File: src/shared/lfb_pkg.sv
package lfb_pkg;
    // Register byte offsets on the bus
    localparam logic [7:0] LFB_RAISE_OFS = 8'h00;
    localparam logic [7:0] LFB_CLEAR_OFS = 8'h04;
    localparam logic [7:0] LFB_DECAY_OFS = 8'h08;
    localparam logic [7:0] LFB_STAT_OFS  = 8'h0c;
    // Reset values
    localparam logic [7:0] LFB_RAISE_RST = 8'h08;
    localparam logic [7:0] LFB_CLEAR_RST = 8'h04;
    localparam logic [1:0] LFB_DECAY_RST = 2'h0;
    // Evaluation cycle timing
    localparam int LFB_CLK_HZ    = 50000000;
    localparam int LFB_EVAL_MS   = 128;
    localparam int LFB_EVAL_CYC  = (LFB_CLK_HZ / 1000) * LFB_EVAL_MS;
    // Status field positions
    localparam int LFB_STAT_ALARM_BIT = 8;
    localparam int LFB_STAT_COUNT_LSB = 0;
    // Bus transfer type
    localparam logic [1:0] LFB_HTRANS_NONSEQ = 2'h2;
    localparam logic [1:0] LFB_HTRANS_SEQ    = 2'h3;
endpackage

File: src/core/lfb_bucket.sv
// Chosen here: the AHB-Lite register port and the register addresses.
`timescale 1ns/1ps
module lfb_bucket
    import lfb_pkg::*;
#(
    parameter int EVAL_CYC = LFB_EVAL_CYC
) (
    input  wire logic        hclk,
    input  wire logic        hresetn,
    input  wire logic        hsel,
    input  wire logic [7:0]  haddr,
    input  wire logic [1:0]  htrans,
    input  wire logic        hwrite,
    input  wire logic [2:0]  hsize,
    input  wire logic [31:0] hwdata,
    input  wire logic        hready,
    output logic      [31:0] hrdata,
    output logic             hreadyout,
    output logic             hresp,
    input  wire logic        fault_in,
    output logic             alarm
);
    typedef enum logic [0:0] {LFB_IDLE = 1'b0, LFB_DATA = 1'b1} lfb_bus_t;

    lfb_bus_t    bus_reg,   bus_next;
    logic [7:0]  addr_reg,  addr_next;
    logic        wr_reg,    wr_next;
    logic [31:0] rdata_reg, rdata_next;
    logic [7:0]  raise_reg, raise_next;
    logic [7:0]  clear_reg, clear_next;
    logic [1:0]  decay_reg, decay_next;
    logic [31:0] tick_reg,  tick_next;
    logic        seen_reg,  seen_next;
    logic [3:0]  clean_reg, clean_next;
    logic [7:0]  count_reg, count_next;
    logic        alarm_reg, alarm_next;
    logic        tick;
    logic        cyc_fault;
    logic [3:0]  clean_len;

    // Read word of one register; the values come in as arguments so that a
    // read right behind a write can be handed the freshly written level
    function automatic logic [31:0] rd_mux(
        input logic [7:0] a,
        input logic [7:0] raise_v,
        input logic [7:0] clear_v,
        input logic [1:0] decay_v,
        input logic       alarm_v,
        input logic [7:0] count_v
    );
        logic [31:0] w;
        w = 32'h00000000;
        case (a)
            LFB_RAISE_OFS: w[7:0] = raise_v;
            LFB_CLEAR_OFS: w[7:0] = clear_v;
            LFB_DECAY_OFS: w[1:0] = decay_v;
            LFB_STAT_OFS: begin
                w[LFB_STAT_COUNT_LSB +: 8] = count_v;
                w[LFB_STAT_ALARM_BIT]      = alarm_v;
            end
            default: w = 32'h00000000;
        endcase
        return w;
    endfunction

    // A transfer starts when this slave is selected while the bus is ready;
    // IDLE and BUSY carry nothing and are ignored
    function automatic logic bus_start(
        input logic       sel,
        input logic       rdy,
        input logic [1:0] trans
    );
        return sel && rdy && (trans == LFB_HTRANS_NONSEQ || trans == LFB_HTRANS_SEQ);
    endfunction

    // Word address; the byte lanes below it are ignored, as hsize is
    function automatic logic [7:0] word_addr(input logic [7:0] a);
        return {a[7:2], 2'b00};
    endfunction

    // Zero-wait slave: every transfer completes in its first data cycle
    assign hreadyout = 1'b1;
    assign hresp     = 1'b0;
    assign hrdata    = rdata_reg;
    assign alarm     = alarm_reg;

    // Bus phase tracking: an address phase is latched and acted on one cycle later
    always_comb begin
        bus_next  = LFB_IDLE;
        addr_next = addr_reg;
        wr_next   = 1'b0;
        if (bus_start(hsel, hready, htrans)) begin
            bus_next  = LFB_DATA;
            addr_next = word_addr(haddr);
            wr_next   = hwrite;
        end
    end

    // Bus phase registers
    always_ff @(posedge hclk or negedge hresetn) begin
        if (!hresetn) begin
            bus_reg  <= LFB_IDLE;
            addr_reg <= 8'h00;
            wr_reg   <= 1'b0;
        end else begin
            bus_reg  <= bus_next;
            addr_reg <= addr_next;
            wr_reg   <= wr_next;
        end
    end

    // Register writes land at the end of the data phase, while hwdata stands
    always_comb begin
        raise_next = raise_reg;
        clear_next = clear_reg;
        decay_next = decay_reg;
        case (bus_reg)
            LFB_DATA: begin
                if (wr_reg) begin
                    case (addr_reg)
                        LFB_RAISE_OFS: raise_next = hwdata[7:0];
                        LFB_CLEAR_OFS: clear_next = hwdata[7:0];
                        LFB_DECAY_OFS: decay_next = hwdata[1:0];
                        default: ;
                    endcase
                end
            end
            default: ;
        endcase
    end

    // Level and decay registers
    always_ff @(posedge hclk or negedge hresetn) begin
        if (!hresetn) begin
            raise_reg <= LFB_RAISE_RST;
            clear_reg <= LFB_CLEAR_RST;
            decay_reg <= LFB_DECAY_RST;
        end else begin
            raise_reg <= raise_next;
            clear_reg <= clear_next;
            decay_reg <= decay_next;
        end
    end

    // Read data is caught at the address phase edge so that hrdata comes from a
    // flip-flop; the next values let a read see a write that ends at that edge
    always_comb begin
        rdata_next = rdata_reg;
        if (bus_start(hsel, hready, htrans) && !hwrite) begin
            rdata_next = rd_mux(word_addr(haddr), raise_next, clear_next, decay_next,
                                alarm_reg, count_reg);
        end
    end

    // Read data register; it holds until the next read
    always_ff @(posedge hclk or negedge hresetn) begin
        if (!hresetn) begin
            rdata_reg <= 32'h00000000;
        end else begin
            rdata_reg <= rdata_next;
        end
    end

    assign tick = (tick_reg == 32'(EVAL_CYC - 1));

    // Free-running timer; it never pauses, so evaluation cycles stay evenly spaced
    always_comb begin
        tick_next = tick ? 32'h00000000 : tick_reg + 32'h00000001;
    end

    // Evaluation timer register
    always_ff @(posedge hclk or negedge hresetn) begin
        if (!hresetn) begin
            tick_reg <= 32'h00000000;
        end else begin
            tick_reg <= tick_next;
        end
    end

    // A fault in the last clock of a cycle still counts for that cycle
    assign cyc_fault = seen_reg | fault_in;
    // Clean period length in evaluation cycles: 1, 2, 4 or 8
    assign clean_len = 4'h1 << decay_reg;

    // Bucket count; it saturates at both ends instead of wrapping
    always_comb begin
        seen_next  = tick ? 1'b0 : cyc_fault;
        clean_next = clean_reg;
        count_next = count_reg;
        if (tick) begin
            if (cyc_fault) begin
                clean_next = 4'h0;
                if (count_reg != 8'hff) begin
                    count_next = count_reg + 8'h01;
                end
            end else if (clean_reg + 4'h1 >= clean_len) begin
                clean_next = 4'h0;
                if (count_reg != 8'h00) begin
                    count_next = count_reg - 8'h01;
                end
            end else begin
                clean_next = clean_reg + 4'h1;
            end
        end
    end

    // Bucket registers
    always_ff @(posedge hclk or negedge hresetn) begin
        if (!hresetn) begin
            seen_reg  <= 1'b0;
            clean_reg <= 4'h0;
            count_reg <= 8'h00;
        end else begin
            seen_reg  <= seen_next;
            clean_reg <= clean_next;
            count_reg <= count_next;
        end
    end

    // Alarm follows the new count and the new levels together, so a level
    // written by software takes effect in the same edge as its register
    always_comb begin
        alarm_next = alarm_reg;
        if (count_next >= raise_next) begin
            alarm_next = 1'b1;
        end else if (count_next <= clear_next) begin
            alarm_next = 1'b0;
        end
    end

    // Alarm register; raising wins where the two levels overlap
    always_ff @(posedge hclk or negedge hresetn) begin
        if (!hresetn) begin
            alarm_reg <= 1'b0;
        end else begin
            alarm_reg <= alarm_next;
        end
    end
endmodule

File: config.mk
export PLATFORM = sky130hd
export DESIGN_NAME = lfb_bucket
export DESIGN_NICKNAME = d
export VERILOG_FILES = /design/src/shared/lfb_pkg.sv /design/src/core/lfb_bucket.sv
export SDC_FILE = /design/constraint.sdc
export NUM_CORES = 1
export LEC_CHECK = 0
export ABC_AREA = 1
export BUFFER_PORTS_ARGS = -buffer_cell sky130_fd_sc_hd__buf_2
export CAP_MARGIN = 20
export CORE_UTILIZATION = 50
export CTS_CLUSTER_DIAMETER = 40
export CTS_CLUSTER_SIZE = 25
export DETAILED_ROUTE_END_ITERATION = 10
export GPL_TIMING_DRIVEN = 0
export PLACE_DENSITY = 0.72
export SETUP_SLACK_MARGIN = 0.1
export SLEW_MARGIN = 10
export SYNTH_ARGS = -nofsm -noshare
export SYNTH_HDL_FRONTEND = slang
export SYNTH_SLANG_ARGS = --single-unit
File: constraint.sdc
create_clock -name hclk -period 3.6 [get_ports hclk]
set_clock_uncertainty 0.05 [all_clocks]
set_input_delay 0.36 -clock hclk [delete_from_list [all_inputs] [get_ports hclk]]
set_output_delay 0.36 -clock hclk [all_outputs]
set_load 0.02 [all_outputs]
Word level (Yosys, flattened, before mapping)
Cells that the tools add are included.

Flip-flop bits (word level): 81. Latch bits: 0. Bits in writable memories: 0. Bits in read-only memories: 0. Output and inout port bits: 35. Logic and storage cells: 64. Memories kept: 0.

$add $sub $neg: 4. $mul: 0. Divide/modulo/power cells: 0. Magnitude comparators: 3. Eq/ne operators: 9. Shift-type cells: 1. Multiplexer cells: 25. Bitwise operators: 1. Reduce and logical (&&, ||, !) cells: 9.

Operators with widths (count): $mux 8 (11); $add 32x1->32 const B (1); $eq 32x23->1 const B (1); $mux 32 (1); $eq 6x2->1 const B (3); $pmux 6 s3 (1); $eq 6x1->1 const B (2); $add 8x1->8 const B (1); $ge 8x8->1 (1); $le 8x8->1 (1); $logic_not 8->1 (1); $mux 4 (2); $ne 8x8->1 const B (1); $pmux 2 s4 (1); $reduce_bool 8->1 (1); $sub 8x1->8 const B (1); $logic_not 6->1 (1); $mux 1 (6); $mux 2 (3); $add 4x1->4 const B (1); $eq 2x2->1 const B (2); $ge 4x4->1 (1); $shl 1x2->4 const A (1); $logic_and 1x1->1 (3); 4 further kinds (4).

Depth between registers and ports, before layout
Gate-level depths: netlist of run 1.

Depth after elaboration: 8. Mapped depth: 22. Mapped depth without buffers: 21.

Least setup slack after synthesis of run 1
OpenSTA, ideal clock, no wires.

Path type: reg-to-reg. Start point: register clean_reg[0]. End point: register alarm_reg, in the netlist alarm. Arrival: 2.622 ns. Setup slack: 0.804 ns. Cell stages (with the launch flop): 21. Cell sequence: dfrtp_1 > ha_1 > xnor2_1 > inv_1 > ha_1 > nand2_1 > inv_1 > nand2_1 > nand3_1 > buf_2 > inv_1 > nand2_1 > nand2_1 > nand2_1 > nand2_1 > nand2_1 > ha_1 > a21oi_1 > o21a_1 > nand3_1 > o21bai_1.

Cells in the longest elaborated chain, start to end: 7. Elaborated cells between the ends (all ways): 9. Those cells by class: 1 x add/sub; 3 x order compare; 4 x mux; 1 x reduce/logical.

RTL lines: from (decl) (line lfb_bucket.sv:34) `logic [3:0] clean_reg, clean_next;`; from (signal assigned) (line lfb_bucket.sv:215) `clean_reg <= clean_next;`; $add 4x1->4 (*) (line lfb_bucket.sv:196) `end else if (clean_reg + 4'h1 >= clean_len) begin`; $ge 4x4->1 (*) (line lfb_bucket.sv:196); $mux 8 (*) (line lfb_bucket.sv:196); $mux 8 (*) (line lfb_bucket.sv:191) `if (cyc_fault) begin`; $mux 8 (*) (line lfb_bucket.sv:190) `if (tick) begin`; via count_next[5] (line lfb_bucket.sv:35) `logic [7:0] count_reg, count_next;`; $ge 8x8->1 / $le 8x8->1 (equally long branches) (line lfb_bucket.sv:224, lfb_bucket.sv:226); $mux 1 / $reduce_bool 2->1 (equally long branches); to (signal assigned) (line lfb_bucket.sv:236) `alarm_reg <= alarm_next;`; to (decl) (line lfb_bucket.sv:36) `logic alarm_reg, alarm_next;`.

The timed path passes the listed nets; every way through them passes the cells marked *. A chain may end at the register's enable or synchronous reset.

Worst setup path after layout of run 1
Same ends and word-level chain as after synthesis.

==> flow_metrics.env, run 1 <==
export IMPL_cts_root_buffer="clkbuf_8"
export IMPL_clockBufferDepth=2
export IMPL_arrival_ps=3460
export IMPL_insertion_delay_ps=380
export IMPL_place_area_um2=5930
export IMPL_fin_nets=904
export IMPL_cts_max_level=3
export IMPL_rows=37
export IMPL_die_w_um=107
export IMPL_synth_area_per_cell_um2=7.21
export IMPL_postCtsSetupBuffers=0
export IMPL_setup_viol=0
export IMPL_synth_top_cell_area_share_pct=35.9
export IMPL_maxSlewHeadroom_pct=56.7
export IMPL_antenna_found_initial=0
export IMPL_core_area_um2=10500
export IMPL_drive_above_1_share_pct=16.2
export IMPL_drv_cap=0
export IMPL_cts_tree="built"
export IMPL_r2r_cells=21
export IMPL_end_kind="flip-flop"
export IMPL_fmax_mhz=312
export IMPL_yosys_most_used_dff="dfrtp_1"
export IMPL_dieArea_um2=11400
export IMPL_hold_viol_final=0
export IMPL_cpPeakStageDelay_ps=430
export IMPL_hpwl_mm=9.92
export IMPL_worstPathCellList="ha_1, xnor2_1, inv_1, ha_1, nand2_1, inv_1, nand2_1, nand3_1, buf_2, inv_2, nand2_1, nand2_1, nand2_1, nand2_1, nand2_1, ha_1, nand2_1, nor2_1, nand4_1, nand3_1, o21bai_1"
export IMPL_initial_utilization_pct=52.3
export IMPL_period_minus_slack_ps=3200
export IMPL_routed_wl_mm=12.8
export IMPL_grt_pass1_vias=4708
export IMPL_ys_ff_latch=81
export IMPL_drt_iter0_markers=215
export IMPL_setup_ws_ps=396
export IMPL_final_cells=970
export IMPL_whs_path_depth=3
export IMPL_ir_drop_mv=0.234
export IMPL_crit_type="reg2reg"
export IMPL_gp_congestion=0.924
export IMPL_synth_top_area_cell="dfrtp_1"
export IMPL_synth_edf_count=0
export IMPL_dpl_cell_count=953
export IMPL_worstMarginPinSlew_ps=650
export IMPL_grt_ovfl_total=0
export IMPL_path_max_fanout=10
export IMPL_path_clk_slew_ps=90
export IMPL_rsz0062_at_grt="false"
export IMPL_nFillCells=998
export IMPL_grt_pass1_wl_mm=21.9
export IMPL_ys_seq_area_share_pct=36.9
export IMPL_drv_slew=0
export IMPL_powerDensity_nw_per_um2=301
export IMPL_ys_types=39
export IMPL_period_share_pct=89.0
export IMPL_p_leak_nw=3.35
export IMPL_async_reset_ff_share_pct=100
export IMPL_dr_pass1_iters=5
export IMPL_area_delta_synth_final_pct=11.8
export IMPL_power_total_mw=1.85
export IMPL_cp_start_kind="flip-flop"
export IMPL_cts_sinks=81
export IMPL_final_area_um2=6150
export IMPL_port_buffers=30
export IMPL_pre_cts_slack_ps=380
export IMPL_remaining_drc_errors=0
export IMPL_numCtsBuffers=9
export IMPL_status="finished clean"
export IMPL_grt_use_met3_pct=4.74
export IMPL_grt_usage_pct=24.7
export IMPL_drtAntennaViolNets=0
export IMPL_die_h_um=107
export IMPL_ios=86
export IMPL_antenna_cells=0
export IMPL_required_ps=3850
export IMPL_grt_busiest_layer="met2"
export IMPL_yosysWarnings=0
export IMPL_ys_top_cells_by_area="dfrtp_1 36%, nand2_1 14%, inv_1 6.8%"
export IMPL_use_met1_pct=29.8
export IMPL_largest_register_ffs=32
export IMPL_fin_tns_setup_ps=0
export IMPL_crit_top_cell="nand2_1"
export IMPL_synthCells=763
export IMPL_hp_class="in2reg"
export IMPL_gr_usage_met2_pct=42.2
export IMPL_slowest_stage="dfrtp_1"
export IMPL_vias=4833
export IMPL_vias_per_cell=4.98
export IMPL_grt_max_degree=50
export IMPL_synth_area_um2=5500
export IMPL_post_drt_wl_per_cell_um=13.2
[cell usage in the layout (no fill, tap or decap), types with 12 or more instances in the layout]
cell,count
nand2_1,212
dfrtp_1,79
conb_1,25
o21ai_0,25
ha_1,24
inv_1,99
nand3_1,62
buf_4,30
xor2_1,16
nand2_2,12
a21oi_1,19
nor2_1,83
buf_2,31
[metrics by stage]
| stage | utilization (%) | hold slack, ps |
|---|---|---|
| floorplan | - | 14.4 |
| global placement | 56.2 | 408 |
| detailed placement | 56.4 | 385 |
| CTS | 58.5 | 130 |
| global route | 58.5 | 152 |
| finish | 58.5 | 145 |
[worst paths after layout]
check	start	end	slack [ps]
max	clean_reg[0]$_DFFE_PN0N_	alarm$_DFFE_PN0P_	400
min	hwrite	wr_reg$_DFF_PN0_	140
max reg2reg	clean_reg[0]$_DFFE_PN0N_	alarm$_DFFE_PN0P_	400
min reg2reg	tick_reg[0]$_DFF_PN0_	tick_reg[0]$_DFF_PN0_	420
max in group asynchronous	hresetn	hrdata[7]$_DFFE_PN0P_	2380
min in group asynchronous	hresetn	tick_reg[14]$_DFF_PN0_	490
[power by group]
group | switching, mW | internal [mW]
sequential | 0.00798 | 0.931
clock | 0.353 | 0.387
combinational | 0.115 | 0.0602
total | 0.476 | 1.38
[critical path, delay by kind of cell (launching register included)]
kind | cells | cell delay (ps)
AO/OA/AOI/OAI | 1 | 110
XOR/XNOR | 1 | 190
adder cells (fa/ha/maj) | 3 | 850
buffers and inverters | 4 | 430
flip-flops | 1 | 430
AND/OR/NAND/NOR | 12 | 1060
[cells by family (layout without fill, tap and decap cells)]
family                     count (synthesis)  in the layout  synth area share, %
adders and majority gates                 24             24                 5.46
AOI/OAI and AO/OA                         61             61                 6.08
and+or+nand+nor                          424            424                 35.2
buffers and inverters                    147            195                 12.4
DFF                                       81             81                 36.9
xor gates and xnor gates                  24             24                 3.82
other                                      2             25                0.137
[cell usage after synthesis (2+ instances only)]
library cell    n
dfrtp_1        79
xor2_1         16
inv_1         100
inv_2          10
o21ai_0        25
nor3_2          5
nand2_1       212
buf_4          29
nor3_1          7
buf_6           2
nand3_1        62
dfstp_2         2
o211ai_1        6
nor2_1         83
o21ai_1         6
ha_1           24
nand3_2         4
a21oi_1        19
and2_1          4
nand3b_1        2
nand4_1        11
buf_2           2
xnor2_1         8
clkinv_1        2
nand2_2        12
nor2_2          6
conb_1          2
o21bai_1        3
nor2_4          8
nand2_4         3
[routing by layer]
layer | vias up | routed length (um)
met5 | - | 0
met4 | 0 | 376
met3 | 24 | 580
met2 | 121 | 6240
met1 | 2209 | 5610
li1 | 2479 | -
[repair_timing]
action                                 CTS  global route
resized for setup                        0             1
setup endpoints to repair                0             1
hold buffers                             1             0
endpoints found under the hold margin   46             0
[final cells by class]
class	count	area, um2	area share (%)
clock buffer	10	128	2.08
sequential	81	2030	33.0
inverter	114	434	7.06
buffer	33	250	4.07
multi-input combinational	558	2870	46.7
timing repair buffer	32	183	2.97
clock inverter	6	82.6	1.34
tap	136	170	2.77
Note: power is estimated with default switching activity, not from simulation.
==> inputs of run 2 (changes only) <==
--- a/config.mk
+++ b/config.mk
@@ -6,14 +6,17 @@
 export NUM_CORES = 1
 export LEC_CHECK = 0
 export ABC_AREA = 1
+export ABC_CLOCK_PERIOD_IN_PS = 3600
 export BUFFER_PORTS_ARGS = -buffer_cell sky130_fd_sc_hd__buf_2
 export CAP_MARGIN = 20
-export CORE_UTILIZATION = 50
+export CELL_PAD_IN_SITES_DETAIL_PLACEMENT = 1
+export CELL_PAD_IN_SITES_GLOBAL_PLACEMENT = 2
+export CORE_UTILIZATION = 32
 export CTS_CLUSTER_DIAMETER = 40
 export CTS_CLUSTER_SIZE = 25
 export DETAILED_ROUTE_END_ITERATION = 10
 export GPL_TIMING_DRIVEN = 0
-export PLACE_DENSITY = 0.72
+export PLACE_DENSITY = 0.8
 export SETUP_SLACK_MARGIN = 0.1
 export SLEW_MARGIN = 10
 export SYNTH_ARGS = -nofsm -noshare
==> constraint.sdc (replaced) <==
create_clock -name hclk -period 3.6 [get_ports hclk]
set_clock_uncertainty 0.05 [all_clocks]
set_input_delay 0.36 -clock hclk [delete_from_list [all_inputs] [get_ports hclk]]
set_output_delay 0.36 -clock hclk [all_outputs]
set_load 0.005 [all_outputs]
==> run 2 against run 1 <==
  * The flow now finishes with violations (hold timing)
  * Critical endpoint unchanged
  * Register-to-register slack lost 40 ps
  * Largest power group unchanged
  * Via count up 2.4%
  * Wire length is 20% higher
  * Die area grew 55%
==> flow_metrics.env, run 2 (synthesis results as in run 1) <==
export IMPL_p_leak_nw=3.39
export IMPL_status="complete, but fails checks"
export IMPL_vias_per_cell=4.70
export IMPL_path_clk_slew_ps=70
export IMPL_end_kind="flip-flop"
export IMPL_dpl_cell_count=1037
export IMPL_remaining_drc_errors=0
export IMPL_powerDensity_nw_per_um2=319
export IMPL_grt_usage_pct=18.7
export IMPL_worstMarginPinSlew_ps=780
export IMPL_cts_max_level=3
export IMPL_largest_register_ffs=32
export IMPL_ir_drop_mv=0.226
export IMPL_post_route_util_pct=37.9
export IMPL_grt_pass1_vias=5278
export IMPL_worstPathCellList="ha_1, xnor2_2, inv_1, ha_1, nand2_1, inv_1, nand2_1, nand3_1, clkbuf_4, inv_2, nand2_1, nand2_1, nand2_1, nand2_1, nand2_1, ha_1, a21oi_1, o21ai_0, nand2_1, nand3_1, nand2_1, o21bai_1"
export IMPL_routed_wl_mm=15.4
export IMPL_whs_ps=-11.8
export IMPL_grt_max_degree=49
export IMPL_hp_class="in2async"
export IMPL_gp_congestion=0.858
export IMPL_die_w_um=133
export IMPL_final_cells=1053
export IMPL_drv_cap=0
export IMPL_slowest_stage="dfrtp_2"
export IMPL_rsz0062_at_grt="false"
export IMPL_path_max_fanout=10
export IMPL_clockBufferDepth=2
export IMPL_rows=47
export IMPL_drt_iter0_markers=103
export IMPL_crit_type="reg2reg"
export IMPL_vias=4950
export IMPL_cts_tree="built"
export IMPL_antenna_found_initial=0
export IMPL_port_buffers=30
export IMPL_dieArea_um2=17700
export IMPL_period_minus_slack_ps=3240
export IMPL_hpwl_mm=12.2
export IMPL_drive_above_1_share_pct=16.7
export IMPL_grt_ovfl_total=0
export IMPL_dr_pass1_iters=4
export IMPL_numCtsBuffers=9
export IMPL_required_ps=3790
export IMPL_core_area_um2=16700
export IMPL_final_area_um2=6330
export IMPL_r2r_end="alarm$_DFFE_PN0P_"
export IMPL_setup_viol=0
export IMPL_place_area_um2=6030
export IMPL_period_share_pct=90.1
export IMPL_final_cell_mix="212 x nand2_1, 99 x inv_1, 82 x nor2_1, 78 x dfrtp_1, 62 x nand3_1"
export IMPL_antenna_cells=0
export IMPL_hold_viol_final=6
export IMPL_post_drt_wl_per_cell_um=14.6
export IMPL_fin_tns_setup_ps=0
export IMPL_crit_top_cell="nand2_1"
export IMPL_area_delta_synth_final_pct=15.2
export IMPL_cpPeakStageDelay_ps=440
export IMPL_fmax_mhz=308
export IMPL_grt_pass1_wl_mm=26.1
export IMPL_endpoint="alarm$_DFFE_PN0P_"
export IMPL_r2r_slack_ps=360
export IMPL_cts_root_buffer="clkbuf_16"
export IMPL_startpoint="clean_reg[0]$_DFFE_PN0N_"
export IMPL_drv_slew=0
export IMPL_die_h_um=133
export IMPL_r2r_start="clean_reg[0]$_DFFE_PN0N_"
export IMPL_r2r_cells=22
export IMPL_cts_sinks=81
export IMPL_insertion_delay_ps=360
export IMPL_nFillCells=2172
export IMPL_drtAntennaViolNets=0
export IMPL_ctsHoldBuffers=0
export IMPL_arrival_ps=3430
export IMPL_cp_start_kind="flip-flop"
export IMPL_ios=86
export IMPL_fin_nets=903
export IMPL_initial_utilization_pct=32.9
export IMPL_mostFrequentLayoutCell="nand2_1"
export IMPL_maxSlewHeadroom_pct=47.7
export IMPL_failed_checks="hold timing"
-- run 2: critical path, delay by kind of cell (launching register included) --
kind	cells	cell delay, ps
adders and majority gates	3	870
and+or+nand+nor	11	870
buffers and inverters	4	450
DFF	1	440
AOI/OAI and AO/OA	3	310
xor gates and xnor gates	1	160
-- run 2: layout make-up --
class | count | area [um2] | share of cell area (%)
multi-input cells | 558 | 2880 | 45.5
flip-flops and latches | 81 | 2030 | 32.1
well taps | 220 | 275 | 4.35
clock inverters | 7 | 61.3 | 0.968
inverters | 114 | 434 | 6.85
clock buffers | 9 | 225 | 3.56
plain buffers | 33 | 253 | 3.99
repair buffers | 31 | 173 | 2.73
-- run 2: how the worst min path moves through the flow --
stage                          start                      end  slack (ps)  depth (start not counted)
2_1_floorplan                hresetn  addr_reg[2]$_DFFE_PN0P_          10                          0
3_3_place_gp   hrdata[2]$_DFFE_PN0P_    hrdata[2]$_DFFE_PN0P_         410                          2
3_5_place_dp                 hresetn       seen_reg$_DFF_PN0_         400                          1
4_1_cts                      hresetn    tick_reg[2]$_DFF_PN0_          10                          1
5_1_grt                      hresetn    tick_reg[2]$_DFF_PN0_          40                          1
6_report                     hresetn       seen_reg$_DFF_PN0_         -10                          1
-- run 2: repair_timing --
action | in CTS | in global routing
setup buffers | 0 | 0
setup endpoints to repair | 0 | 1
resized for setup | 0 | 5
-- run 2: stage by stage --
step                      power, mW  hold slack (ps)  worst slack (ps)
after floorplan                1.05             14.4               804
final                          2.02            -11.8               356
after CTS                      2.06             14.5               189
after global placement         1.11              408               361
after detailed placement       1.12              405               251
after global routing           2.11             38.8               106
-- run 2: power breakdown --
group	internal (mW)	switching, mW	leakage [nW]
Combinational	0.0586	0.100	2.23
Sequential	0.931	0.00860	1.02
Clock	0.483	0.440	0.142
Total	1.47	0.549	3.39
-- run 2: layer usage --
| layer | vias up | global-route usage [%] | routed length, um |
|---|---|---|---|
| met2 | 65 | 32.8 | 7700 |
| met1 | 2383 | 23.2 | 7080 |
| met5 | - | 0 | 0 |
| met4 | 0 | 7.77 | 290 |
| li1 | 2481 | - | - |
| met3 | 21 | 2.17 | 313 |
==> inputs of run 3 (changes only) <==
--- a/config.mk
+++ b/config.mk
@@ -5,18 +5,17 @@
 export SDC_FILE = /design/constraint.sdc
 export NUM_CORES = 1
 export LEC_CHECK = 0
-export ABC_AREA = 1
 export ABC_CLOCK_PERIOD_IN_PS = 3600
 export BUFFER_PORTS_ARGS = -buffer_cell sky130_fd_sc_hd__buf_2
 export CAP_MARGIN = 20
 export CELL_PAD_IN_SITES_DETAIL_PLACEMENT = 1
 export CELL_PAD_IN_SITES_GLOBAL_PLACEMENT = 2
-export CORE_UTILIZATION = 32
+export CORE_UTILIZATION = 35
 export CTS_CLUSTER_DIAMETER = 40
 export CTS_CLUSTER_SIZE = 25
 export DETAILED_ROUTE_END_ITERATION = 10
 export GPL_TIMING_DRIVEN = 0
-export PLACE_DENSITY = 0.8
+export PLACE_DENSITY = 0.81
 export SETUP_SLACK_MARGIN = 0.1
 export SLEW_MARGIN = 10
 export SYNTH_ARGS = -nofsm -noshare
==> run 3 against run 2 <==
  * The flow now finishes without violations
  * Total power is 0.76% lower
  * Sequential cell count stayed put
  * Synthesized area is 12% lower
  * Clock power is 4.1% lower
  * Setup slack worse by 230 ps
  * Core utilization is 7.4 points higher
  * Fmax is 6.6% lower
  * Cell count is 26% lower
  * Critical path depth is 7 lower
  * Non-clock buffer count is 32 higher
  * Global-route usage is 0.80 points higher
  * Via count is 19% lower
==> flow_metrics.env, run 3 <==
export IMPL_crit_type="reg2reg"
export IMPL_crit_top_cell="ha_4"
export IMPL_vias=4000
export IMPL_gr_usage_met2_pct=32.3
export IMPL_drv_slew=0
export IMPL_cp_start_kind="flip-flop"
export IMPL_startpoint="clean_reg[0]$_DFFE_PN0N_"
export IMPL_yosys_most_used_dff="dfrtp_1"
export IMPL_post_drt_wl_per_cell_um=16.9
export IMPL_worstMarginPinSlew_ps=947
export IMPL_path_max_fanout=4
export IMPL_period_minus_slack_ps=3470
export IMPL_final_cells=775
export IMPL_hold_path_end="addr_reg[5]$_DFFE_PN0P_"
export IMPL_final_cell_mix="77 x dfrtp_1, 45 x buf_4, 36 x nor2_1, 34 x buf_2, 33 x nand2_1"
export IMPL_cts_sinks=81
export IMPL_arrival_ps=3640
export IMPL_cts_root_buffer="clkbuf_16"
export IMPL_grt_usage_pct=19.5
export IMPL_remaining_drc_errors=0
export IMPL_routed_wl_mm=13.1
export IMPL_yosysWarnings=0
export IMPL_hp_start="haddr[5]"
export IMPL_grt_pass1_vias=4251
export IMPL_final_area_um2=6050
export IMPL_rows=42
export IMPL_nFillCells=1548
export IMPL_r2r_start="clean_reg[0]$_DFFE_PN0N_"
export IMPL_area_delta_synth_final_pct=25.3
export IMPL_place_area_um2=5310
export IMPL_mostFrequentLayoutCell="dfrtp_1"
export IMPL_ios=86
export IMPL_die_h_um=119
export IMPL_async_reset_ff_share_pct=100
export IMPL_grt_max_degree=42
export IMPL_cts_max_level=3
export IMPL_insertion_delay_ps=350
export IMPL_synthCells=507
export IMPL_drtAntennaViolNets=0
export IMPL_pre_cts_slack_ps=-621
export IMPL_core_area_um2=13300
export IMPL_r2r_cells=15
export IMPL_cts_tree="built"
export IMPL_antenna_cells=0
export IMPL_drive_above_1_share_pct=29.4
export IMPL_dpl_cell_count=737
export IMPL_ir_drop_mv=0.223
export IMPL_largest_register_ffs=32
export IMPL_drv_cap=0
export IMPL_rsz0062_at_grt="true"
export IMPL_grt_ovfl_total=0
export IMPL_powerDensity_nw_per_um2=332
export IMPL_ys_seq_area_share_pct=42.0
export IMPL_numCtsBuffers=9
export IMPL_cpPeakStageDelay_ps=450
export IMPL_path_clk_slew_ps=70
export IMPL_dr_pass1_iters=4
export IMPL_synth_top_cell_area_share_pct=40.9
export IMPL_dieArea_um2=14300
export IMPL_synth_edf_count=0
export IMPL_slowest_stage="dfrtp_2"
export IMPL_end_kind="flip-flop"
export IMPL_gp_congestion=0.835
export IMPL_drt_iter0_markers=163
export IMPL_grt_use_met3_pct=3.16
export IMPL_power_total_mw=2.01
export IMPL_fmax_mhz=288
export IMPL_ys_ff_latch=81
export IMPL_maxSlewHeadroom_pct=35.2
export IMPL_initial_utilization_pct=36.2
export IMPL_whs_path_depth=2
export IMPL_r2r_end="alarm$_DFFE_PN0P_"
export IMPL_p_leak_nw=2.72
export IMPL_status="finished clean"
export IMPL_hp_class="in2reg"
export IMPL_synth_common_cells="79 x dfrtp_1, 38 x nor2_1, 34 x nand2_1, 33 x inv_1, 27 x nand3_1"
export IMPL_antenna_found_initial=0
export IMPL_setup_ws_ps=127
export IMPL_synth_area_per_cell_um2=9.52
export IMPL_grt_busiest_layer="met2"
export IMPL_required_ps=3770
export IMPL_setup_viol=0
export IMPL_worstPathCellList="ha_4, xor2_1, ha_1, or2_4, a21o_1, buf_4, a41o_1, a31o_2, a21oi_4, ha_4, and3_4, o21ai_2, a31oi_2, o311ai_2, o211ai_1"
export IMPL_hpwl_mm=9.12
export IMPL_ys_types=61
export IMPL_yosysMostFrequentCell="dfrtp_1"
export IMPL_period_share_pct=96.5
export IMPL_hold_viol_final=0
export IMPL_ys_top_cells_by_area="dfrtp_1 41%, ha_1 6.2%, mux2_2 5.6%"
export IMPL_synth_area_um2=4830
export IMPL_fin_nets=669
export IMPL_use_met1_pct=25.3
export IMPL_die_w_um=119
export IMPL_vias_per_cell=5.16
export IMPL_port_buffers=30
export IMPL_clockBufferDepth=2
export IMPL_r2r_slack_ps=130
export IMPL_grt_pass1_wl_mm=21.7
export IMPL_synth_top_area_cell="dfrtp_1"
run 3: stage by stage:
stage	hold slack [ps]	utilization, %	TNS [ps]
finish	214	45.3	0
global route	222	45.3	-53.4
CTS	202	43.3	0
detailed placement	347	39.8	-621
global placement	414	39.6	-517
floorplan	14.4	-	0
run 3: area by class of cell:
type | instances | area [um2] | area share [%]
Sequential cell | 81 | 2030 | 33.6
Multi-Input combinational cell | 373 | 2780 | 45.9
Tap cell | 176 | 220 | 3.64
Inverter | 33 | 126 | 2.09
Clock inverter | 7 | 53.8 | 0.889
Buffer | 43 | 278 | 4.59
Clock buffer | 9 | 225 | 3.72
Timing Repair Buffer | 53 | 342 | 5.64
run 3: metal layers:
layer | vias up | part of all wire [%]
met2 | 56 | 49
met5 | - | 0
met4 | 0 | 2.0
met1 | 1981 | 46
met3 | 17 | 2.8
li1 | 1946 | -
run 3: worst max-delay path by stage:
stage / slack [ps] / to
floorplan: 130 / alarm$_DFFE_PN0P_
global placement: -520 / alarm$_DFFE_PN0P_
detailed placement: -620 / alarm$_DFFE_PN0P_
CTS: 110 / alarm$_DFFE_PN0P_
global route: -50 / alarm$_DFFE_PN0P_
finish: 130 / alarm$_DFFE_PN0P_
run 3: cell families (layout without fill, tap and decap cells):
kind of cell             Yosys count  after routing  share of synthesized area (%)
multiplexers                      25             25                           5.83
flip-flops                        81             81                           42.0
adder cells (fa/ha/maj)           24             24                           6.22
AND/OR/NAND/NOR                  186            186                           21.2
XOR/XNOR                          30             30                           5.44
AO/OA/AOI/OAI                     83             83                           11.2
buffers and inverters             76            145                           7.96
other                              2             25                          0.156
run 3: critical path: cells and delay by family (launching register included):
kind | cells | cell delay, ps
AO/OA/AOI/OAI | 8 | 1410
XOR/XNOR | 1 | 140
adder cells (fa/ha/maj) | 3 | 710
buffers and inverters | 1 | 140
flip-flops | 1 | 450
AND/OR/NAND/NOR | 2 | 430
run 3: timing repair:
action,4_1_cts,5_1_grt
endpoints found under the setup margin,1,1
hold endpoints to repair,40,0
pin swaps,10,22
buffers inserted,12,8
hold buffers,1,0
resized for setup,23,44
run 3: power by group:
part	total, mW	switching [mW]	internal, mW
Clock	0.885	0.411	0.473
Combinational	0.163	0.0860	0.0767
Sequential	0.959	0.0208	0.938
Total	2.01	0.518	1.49
